[config.mk]
export PLATFORM = sky130hd
export DESIGN_NAME = bpe_top
export DESIGN_NICKNAME = d
export VERILOG_FILES = /design/src/rtl/bpe_pkg.sv /design/src/rtl/bpe_decode.sv /design/src/rtl/bpe_top.sv
export SDC_FILE = /design/constraint.sdc
export NUM_CORES = 1
export LEC_CHECK = 0
export BUFFER_PORTS_ARGS = -buffer_cell sky130_fd_sc_hd__buf_2
export CORE_MARGIN = 2
export CORE_UTILIZATION = 35
export CTS_CLUSTER_SIZE = 30
export DETAILED_ROUTE_END_ITERATION = 10
export PLACE_DENSITY = 0.66
export SLEW_MARGIN = 20
export SYNTH_ARGS = -nofsm -noshare
export SYNTH_HDL_FRONTEND = slang
export SYNTH_SLANG_ARGS = --single-unit
[constraint.sdc]
create_clock -name clk_sys -period 4.6 [get_ports clk_sys]
set_clock_uncertainty 0.05 [all_clocks]
set_input_delay 0.46 -clock clk_sys [delete_from_list [all_inputs] [get_ports clk_sys]]
set_output_delay 0.46 -clock clk_sys [all_outputs]
set_load 0.01 [all_outputs]
[src/rtl/bpe_pkg.sv]
// How it works
// - Secondary detected-parity bit sets on secondary-bus errors regardless of both enables.
// - That bit sets only for downstream reads and upstream posted or delayed writes.
// - Primary master parity bit needs primary mastership, primary enable, and an error there.
// - Primary master parity bit sets only for upstream transactions erring on primary.
// - Secondary master parity bit needs secondary mastership and an error there.
// - Secondary master parity bit also needs the secondary enable; otherwise unchanged.
// - Secondary master parity bit sets only for downstream transactions erring on secondary.
// - Primary parity output only as write target or read initiator on primary.
// - Primary parity output only while the primary enable is set.
// - Primary output fires on primary errors or secondary input during downstream delayed write.
// - Primary detected bit sets for upstream reads and downstream writes erring on primary.
// - Downstream delayed write erring only on secondary needs both enables for primary output.
// - Parity output is driven two clocks after the data transfer completes.
package bpe_pkg;

  localparam logic [3:0] BPE_OFS_CTRL   = 4'h0;
  localparam logic [3:0] BPE_OFS_STATUS = 4'h4;
  localparam logic [3:0] BPE_OFS_MASK   = 4'h8;
  localparam logic [3:0] BPE_OFS_LOG    = 4'hc;

  localparam int BPE_CTRL_PRI_EN = 0;
  localparam int BPE_CTRL_SEC_EN = 1;

  localparam int BPE_ST_PRI_DET  = 0;
  localparam int BPE_ST_PRI_MST  = 1;
  localparam int BPE_ST_SEC_DET  = 2;
  localparam int BPE_ST_SEC_MST  = 3;
  localparam int BPE_ST_PERR_OUT = 4;
  localparam int BPE_ST_W        = 5;

  localparam logic [1:0]          BPE_CTRL_RST   = 2'h0;
  localparam logic [BPE_ST_W-1:0] BPE_STATUS_RST = 5'h00;
  localparam logic [BPE_ST_W-1:0] BPE_MASK_RST   = 5'h00;

  localparam int BPE_PERR_DELAY_NS  = 20;
  localparam int BPE_CLK_PERIOD_NS  = 10;
  localparam int BPE_PERR_DELAY_CYC = BPE_PERR_DELAY_NS / BPE_CLK_PERIOD_NS;

  typedef enum logic [1:0]
  {
    BPE_XACT_READ    = 2'b00,
    BPE_XACT_POSTED  = 2'b01,
    BPE_XACT_DELAYED = 2'b10
  } bpe_xact_e;

  typedef struct packed
  {
    logic      valid;
    bpe_xact_e xact;
    logic      downstream;
    logic      on_secondary;
  } bpe_event_s;

  typedef struct packed
  {
    logic pri_det;
    logic pri_mst;
    logic sec_det;
    logic sec_mst;
    logic perr_req;
  } bpe_result_s;

endpackage

[src/rtl/bpe_decode.sv]
`timescale 1ns/1ps
module bpe_decode
(
  input  wire bpe_pkg::bpe_event_s  ev,
  input  wire logic                 pri_en,
  input  wire logic                 sec_en,
  input  wire logic                 pri_perr_seen,
  input  wire logic                 sec_perr_seen,
  output bpe_pkg::bpe_result_s      res
);
  import bpe_pkg::*;

  logic is_read;
  logic is_posted;
  logic is_delayed;
  logic legal;
  logic up;
  logic err_pri;
  logic err_sec;

  always_comb
  begin
    is_read    = 1'b0;
    is_posted  = 1'b0;
    is_delayed = 1'b0;
    legal      = 1'b1;
    unique case (ev.xact)
      BPE_XACT_READ:    is_read    = 1'b1;
      BPE_XACT_POSTED:  is_posted  = 1'b1;
      BPE_XACT_DELAYED: is_delayed = 1'b1;
      default:          legal      = 1'b0;
    endcase
  end

  assign up      = ~ev.downstream;
  // Seeing the far agent's error signal counts as an error on that bus
  assign err_pri = ~ev.on_secondary | pri_perr_seen;
  assign err_sec = ev.on_secondary | sec_perr_seen;

  always_comb
  begin
    res          = '0;
    if (ev.valid && legal)
    begin
      res.sec_det = ev.on_secondary &&
                    ((is_read && ev.downstream) || (~is_read && up));
      res.pri_det = ~ev.on_secondary &&
                    ((is_read && up) || (~is_read && ev.downstream));
      res.pri_mst = up && pri_en && err_pri;
      res.sec_mst = ev.downstream && sec_en && err_sec;
      res.perr_req = pri_en &&
                     ((~ev.on_secondary &&
                       ((is_read && up) || (~is_read && ev.downstream))) ||
                      (is_delayed && ev.downstream && err_sec && sec_en));
    end
  end

endmodule // bpe_decode

[src/rtl/bpe_top.sv]
`timescale 1ns/1ps
module bpe_top
(
  input  wire logic                clk_sys,
  input  wire logic                rst_n,
  input  wire logic [3:0]          avs_address,
  input  wire logic                avs_read,
  input  wire logic                avs_write,
  input  wire logic [31:0]         avs_writedata,
  input  wire logic [3:0]          avs_byteenable,
  output logic      [31:0]         avs_readdata,
  output logic                     avs_waitrequest,
  input  wire bpe_pkg::bpe_event_s xfer_event,
  input  wire logic                primary_parity_err_n_i,
  output logic                     primary_parity_err_n_o,
  output logic                     primary_parity_err_n_oe,
  input  wire logic                secondary_parity_err_n_i,
  output logic                     irq
);
  import bpe_pkg::*;

  logic [1:0]                  ctrl_r;
  logic [BPE_ST_W-1:0]         status_r;
  logic [BPE_ST_W-1:0]         status_nxt;
  logic [BPE_ST_W-1:0]         mask_r;
  logic [4:0]                  log_r;
  logic                        ack_r;
  logic [31:0]                 rdata_r;
  logic [BPE_PERR_DELAY_CYC-1:0] perr_pipe_r;
  logic                        wr_take;
  logic                        rd_take;
  logic [BPE_ST_W-1:0]         set_bits;
  logic [BPE_ST_W-1:0]         clr_bits;
  bpe_result_s                 res;

  bpe_decode u_decode
  (
    .ev            (xfer_event),
    .pri_en        (ctrl_r[BPE_CTRL_PRI_EN]),
    .sec_en        (ctrl_r[BPE_CTRL_SEC_EN]),
    // Own drive on the shared line is not a report from the far agent
    .pri_perr_seen (~primary_parity_err_n_i & ~primary_parity_err_n_oe),
    .sec_perr_seen (~secondary_parity_err_n_i),
    .res           (res)
  );

  // One wait state; writes taken on the edge where waitrequest is low, reads sampled on the wait-state edge
  assign avs_waitrequest = (avs_read | avs_write) & ~ack_r;
  assign wr_take         = avs_write & ack_r;
  assign rd_take         = avs_read & ~ack_r;

  always_ff @(posedge clk_sys or negedge rst_n)
  begin
    if (!rst_n)
      ack_r <= 1'b0;
    else
      ack_r <= (avs_read | avs_write) & ~ack_r;
  end

  always_ff @(posedge clk_sys or negedge rst_n)
  begin
    if (!rst_n)
      rdata_r <= 32'h0000_0000;
    else if (rd_take)
    begin
      unique case (avs_address)
        BPE_OFS_CTRL:   rdata_r <= {30'h0, ctrl_r};
        BPE_OFS_STATUS: rdata_r <= {27'h0, status_r};
        BPE_OFS_MASK:   rdata_r <= {27'h0, mask_r};
        BPE_OFS_LOG:    rdata_r <= {27'h0, log_r};
        default:        rdata_r <= 32'h0000_0000;
      endcase
    end
  end

  assign avs_readdata = rdata_r;

  always_ff @(posedge clk_sys or negedge rst_n)
  begin
    if (!rst_n)
      ctrl_r <= BPE_CTRL_RST;
    else if (wr_take && avs_address == BPE_OFS_CTRL && avs_byteenable[0])
      ctrl_r <= avs_writedata[1:0];
  end

  always_ff @(posedge clk_sys or negedge rst_n)
  begin
    if (!rst_n)
      mask_r <= BPE_MASK_RST;
    else if (wr_take && avs_address == BPE_OFS_MASK && avs_byteenable[0])
      mask_r <= avs_writedata[BPE_ST_W-1:0];
  end

  assign set_bits = {res.perr_req, res.sec_mst, res.sec_det, res.pri_mst, res.pri_det};
  assign clr_bits = (wr_take && avs_address == BPE_OFS_STATUS && avs_byteenable[0]) ?
                    avs_writedata[BPE_ST_W-1:0] : '0;
  // A new event beats a clear in the same cycle
  assign status_nxt = (status_r & ~clr_bits) | set_bits;

  always_ff @(posedge clk_sys or negedge rst_n)
  begin
    if (!rst_n)
      status_r <= BPE_STATUS_RST;
    else
      status_r <= status_nxt;
  end

  // Last event that set anything, for software post-mortem
  always_ff @(posedge clk_sys or negedge rst_n)
  begin
    if (!rst_n)
      log_r <= 5'h00;
    else if (|set_bits)
      log_r <= {1'b1, xfer_event.xact, xfer_event.downstream, xfer_event.on_secondary};
  end

  // Delay line so the pin drops after the data phase, not during it
  always_ff @(posedge clk_sys or negedge rst_n)
  begin
    if (!rst_n)
      perr_pipe_r <= '0;
    else
      perr_pipe_r <= {perr_pipe_r[BPE_PERR_DELAY_CYC-2:0], res.perr_req};
  end

  // Only ever drives low; pull-up restores the level when released
  assign primary_parity_err_n_o  = 1'b0;
  assign primary_parity_err_n_oe = perr_pipe_r[BPE_PERR_DELAY_CYC-1];

  assign irq = |(status_r & mask_r);

endmodule // bpe_top

==> flow_metrics.tcl <==
set metrics [dict create \
    p_leak_nw 0.783 \
    first_iter_violations 43 \
    period_share 0.382 \
    grt_pass1_wl_um 4430 \
    worstHoldPathType "in2async" \
    area_growth_pct 8.60 \
    worstPathArrival_ns 1.25 \
    drcViolationCount 0 \
    status "finished, final reports clean" \
    final_cells 214 \
    detail-route-antenna-nets 0 \
    cts_buffer_depth 2 \
    vias_per_cell 4.78 \
    ctsResizeCount 0 \
    fin_hold_ws_ns 0.122 \
    cts_tree "yes" \
    die_y_um 68.5 \
    numCtsBuffers 3 \
    nets 216 \
    synthFlopType "dfrtp_1" \
    end_kind "output pin" \
    grt_max_degree 26 \
    synth-edff-count 0 \
    grt_pass1_vias 961 \
    boundaryPins 87 \
    yosysMostFrequentCell "buf_4" \
    min_period_ns 1.76 \
    multiInputGateArea_sq_um 696 \
    drt-total-wl_um 2760 \
    regToRegStartpoint "ack_r" \
    pre_cts_slack_ns 2.62 \
    synth_area_sq_mm 0.00146 \
    start_util 0.364 \
    grt-ovfl-total 0 \
    critical_path.max_fanout 3 \
    clock-sinks 25 \
    synth_seq_cells 25 \
    core_sq_mm 0.00400 \
    syn-instance-count 136 \
    layout-drive-gt1-share 0.280 \
    rows 23 \
    place.port_buffers 28 \
    postCtsSetupBuffers 0 \
    dp_hpwl_um 2240 \
    total_power_mw 0.508 \
    rsz0062_at_grt "no" \
    place_inst 210 \
    worst_slack_ns 2.84 \
    grt.total_usage 0.128 \
    ys_top_cells_by_count "buf_4 (28), dfrtp_1 (25), nand2_1 (13)" \
    worstSetupStartpointType "register" \
    r2r_slack_ns 2.98 \
    num_antenna_cells 0 \
    wl_per_cell_um 12.9 \
    critical_path_class "reg2out" \
    synthDistinctLibCells 35 \
    yosysTopAreaCell "dfrtp_1" \
    place_congestion 0.734 \
    seqCellArea_sq_um 626 \
    root_buffer "clkbuf_8" \
    vias 1022 \
    clock_latency_ns 0.26 \
    yosysTopAreaCellShare 0.430 \
    critPathLaunch "status_r[4]" \
    ir_worst_vdd_v 0.000186 \
    clkTransAtPathRegs_ns 0.08 \
    yosysSeqAreaShare 0.430 \
    die_x_um 68.5 \
    maxSlewHeadroom 0.597 \
    max_freq_mhz 570 \
    finalSetupTns_ns 0 \
    synthTopCellsByArea "dfrtp_1 (43%), buf_4 (14%), mux2_2 (7.0%), nand2_1 (3.4%), mux4_2 (3.1%)" \
    die-area_sq_mm 0.00469 \
    hold_viol 0 \
    syn_area_per_cell_sq_um 10.7 \
    report.final.setup_viol 0 \
    yosys_warnings 0 \
    crit_required_ns 4.09 \
    cap_violations 0 \
    power_density_mw_per_mm2 321 \
    worstMarginPinSlew_ns 0.599 \
    cts_hold_buf 0 \
    async_reset_ff_frac 1.00 \
    firstDrtPassIters 4 \
    drv_slew 0 \
    nFillCells 440 \
    antenna_found_initial 0 \
    cts_max_level 1 \
]
[cells in the final DEF, fill, tap and decap left out, types with 2 or more instances in the layout]
cell type / synthesis / layout
a22o_1: 5 / 5
nand2_1: 13 / 13
a32o_1: 3 / 3
a21oi_1: 2 / 2
nor3_1: 2 / 2
mux2_1: 3 / 3
nor2_1: 6 / 6
a22oi_1: 4 / 4
clkbuf_8: 0 / 3
dfrtp_1: 25 / 25
conb_1: 1 / 28
or3_1: 2 / 2
buf_2: 2 / 28
xor2_1: 2 / 2
nor2b_1: 2 / 2
o21ai_0: 5 / 5
mux4_2: 2 / 2
inv_1: 3 / 3
nand2b_1: 2 / 2
mux2_2: 9 / 9
[where the power goes]
group	total (mW)	internal, mW	switching [mW]
clock	0.126	0.0618	0.0637
sequential	0.270	0.248	0.0219
combinational	0.113	0.0537	0.0588
total	0.508	0.363	0.144
[layer usage]
metal	GRT usage	share of wire	vias up	routed length [um]
met5	0	0	-	0
met4	0.0225	0.0062	0	17
met3	0.0362	0.062	2	171
met2	0.214	0.51	34	1400
met1	0.164	0.42	503	1170
li1	-	-	483	-
[layout make-up]
| class | count | share of cell area |
|---|---|---|
| multi-input combinational | 104 | 0.440 |
| sequential | 25 | 0.396 |
| timing repair buffer | 28 | 0.0887 |
| tap | 50 | 0.0396 |
| clock buffer | 4 | 0.0285 |
| inverter | 3 | 0.00713 |
[worst max-delay path, cell delays in order (launching register included)]
cell      delay [ns]
dfrtp_1         0.41
a222oi_1        0.33
nand2_1         0.09
buf_2           0.15
[flip-flops by register name, indices dropped and copies added (netlist names)]
register	cells
perr_pipe_r	2
avs_readdata	5
log_r	5
ctrl_r	2
status_r	5
mask_r	5
ack_r	1
[per-stage QoR]
step                area (sq um)  utilization
floorplan                   1560            -
global placement            1540        0.384
detailed placement          1540        0.384
CTS                         1580        0.395
global route                1580        0.395
finish                      1580        0.395
[path summary, 6_finish.rpt]
| kind | end | depth (start not counted) |
|---|---|---|
| worst max register to register | ctrl_r[1] | 3 |
| max in group asynchronous | status_r[0] | 1 |
| worst min register to register | perr_pipe_r[1] | 0 |
| min in group clk_sys | perr_pipe_r[1] | 0 |
| worst max-delay path | irq | 3 |
| worst min-delay path | avs_readdata[1] | 1 |
[kinds of logic after synthesis]
kind of cell    count (synthesis)  synth area share
flops                          25             0.430
buf+inv                        34             0.162
simple gates                   33             0.114
other cells                     1           0.00258
compound gates                 26             0.145
mux                            15             0.134
xor+xnor                        2            0.0120
Power figures use the tool's default switching activity.
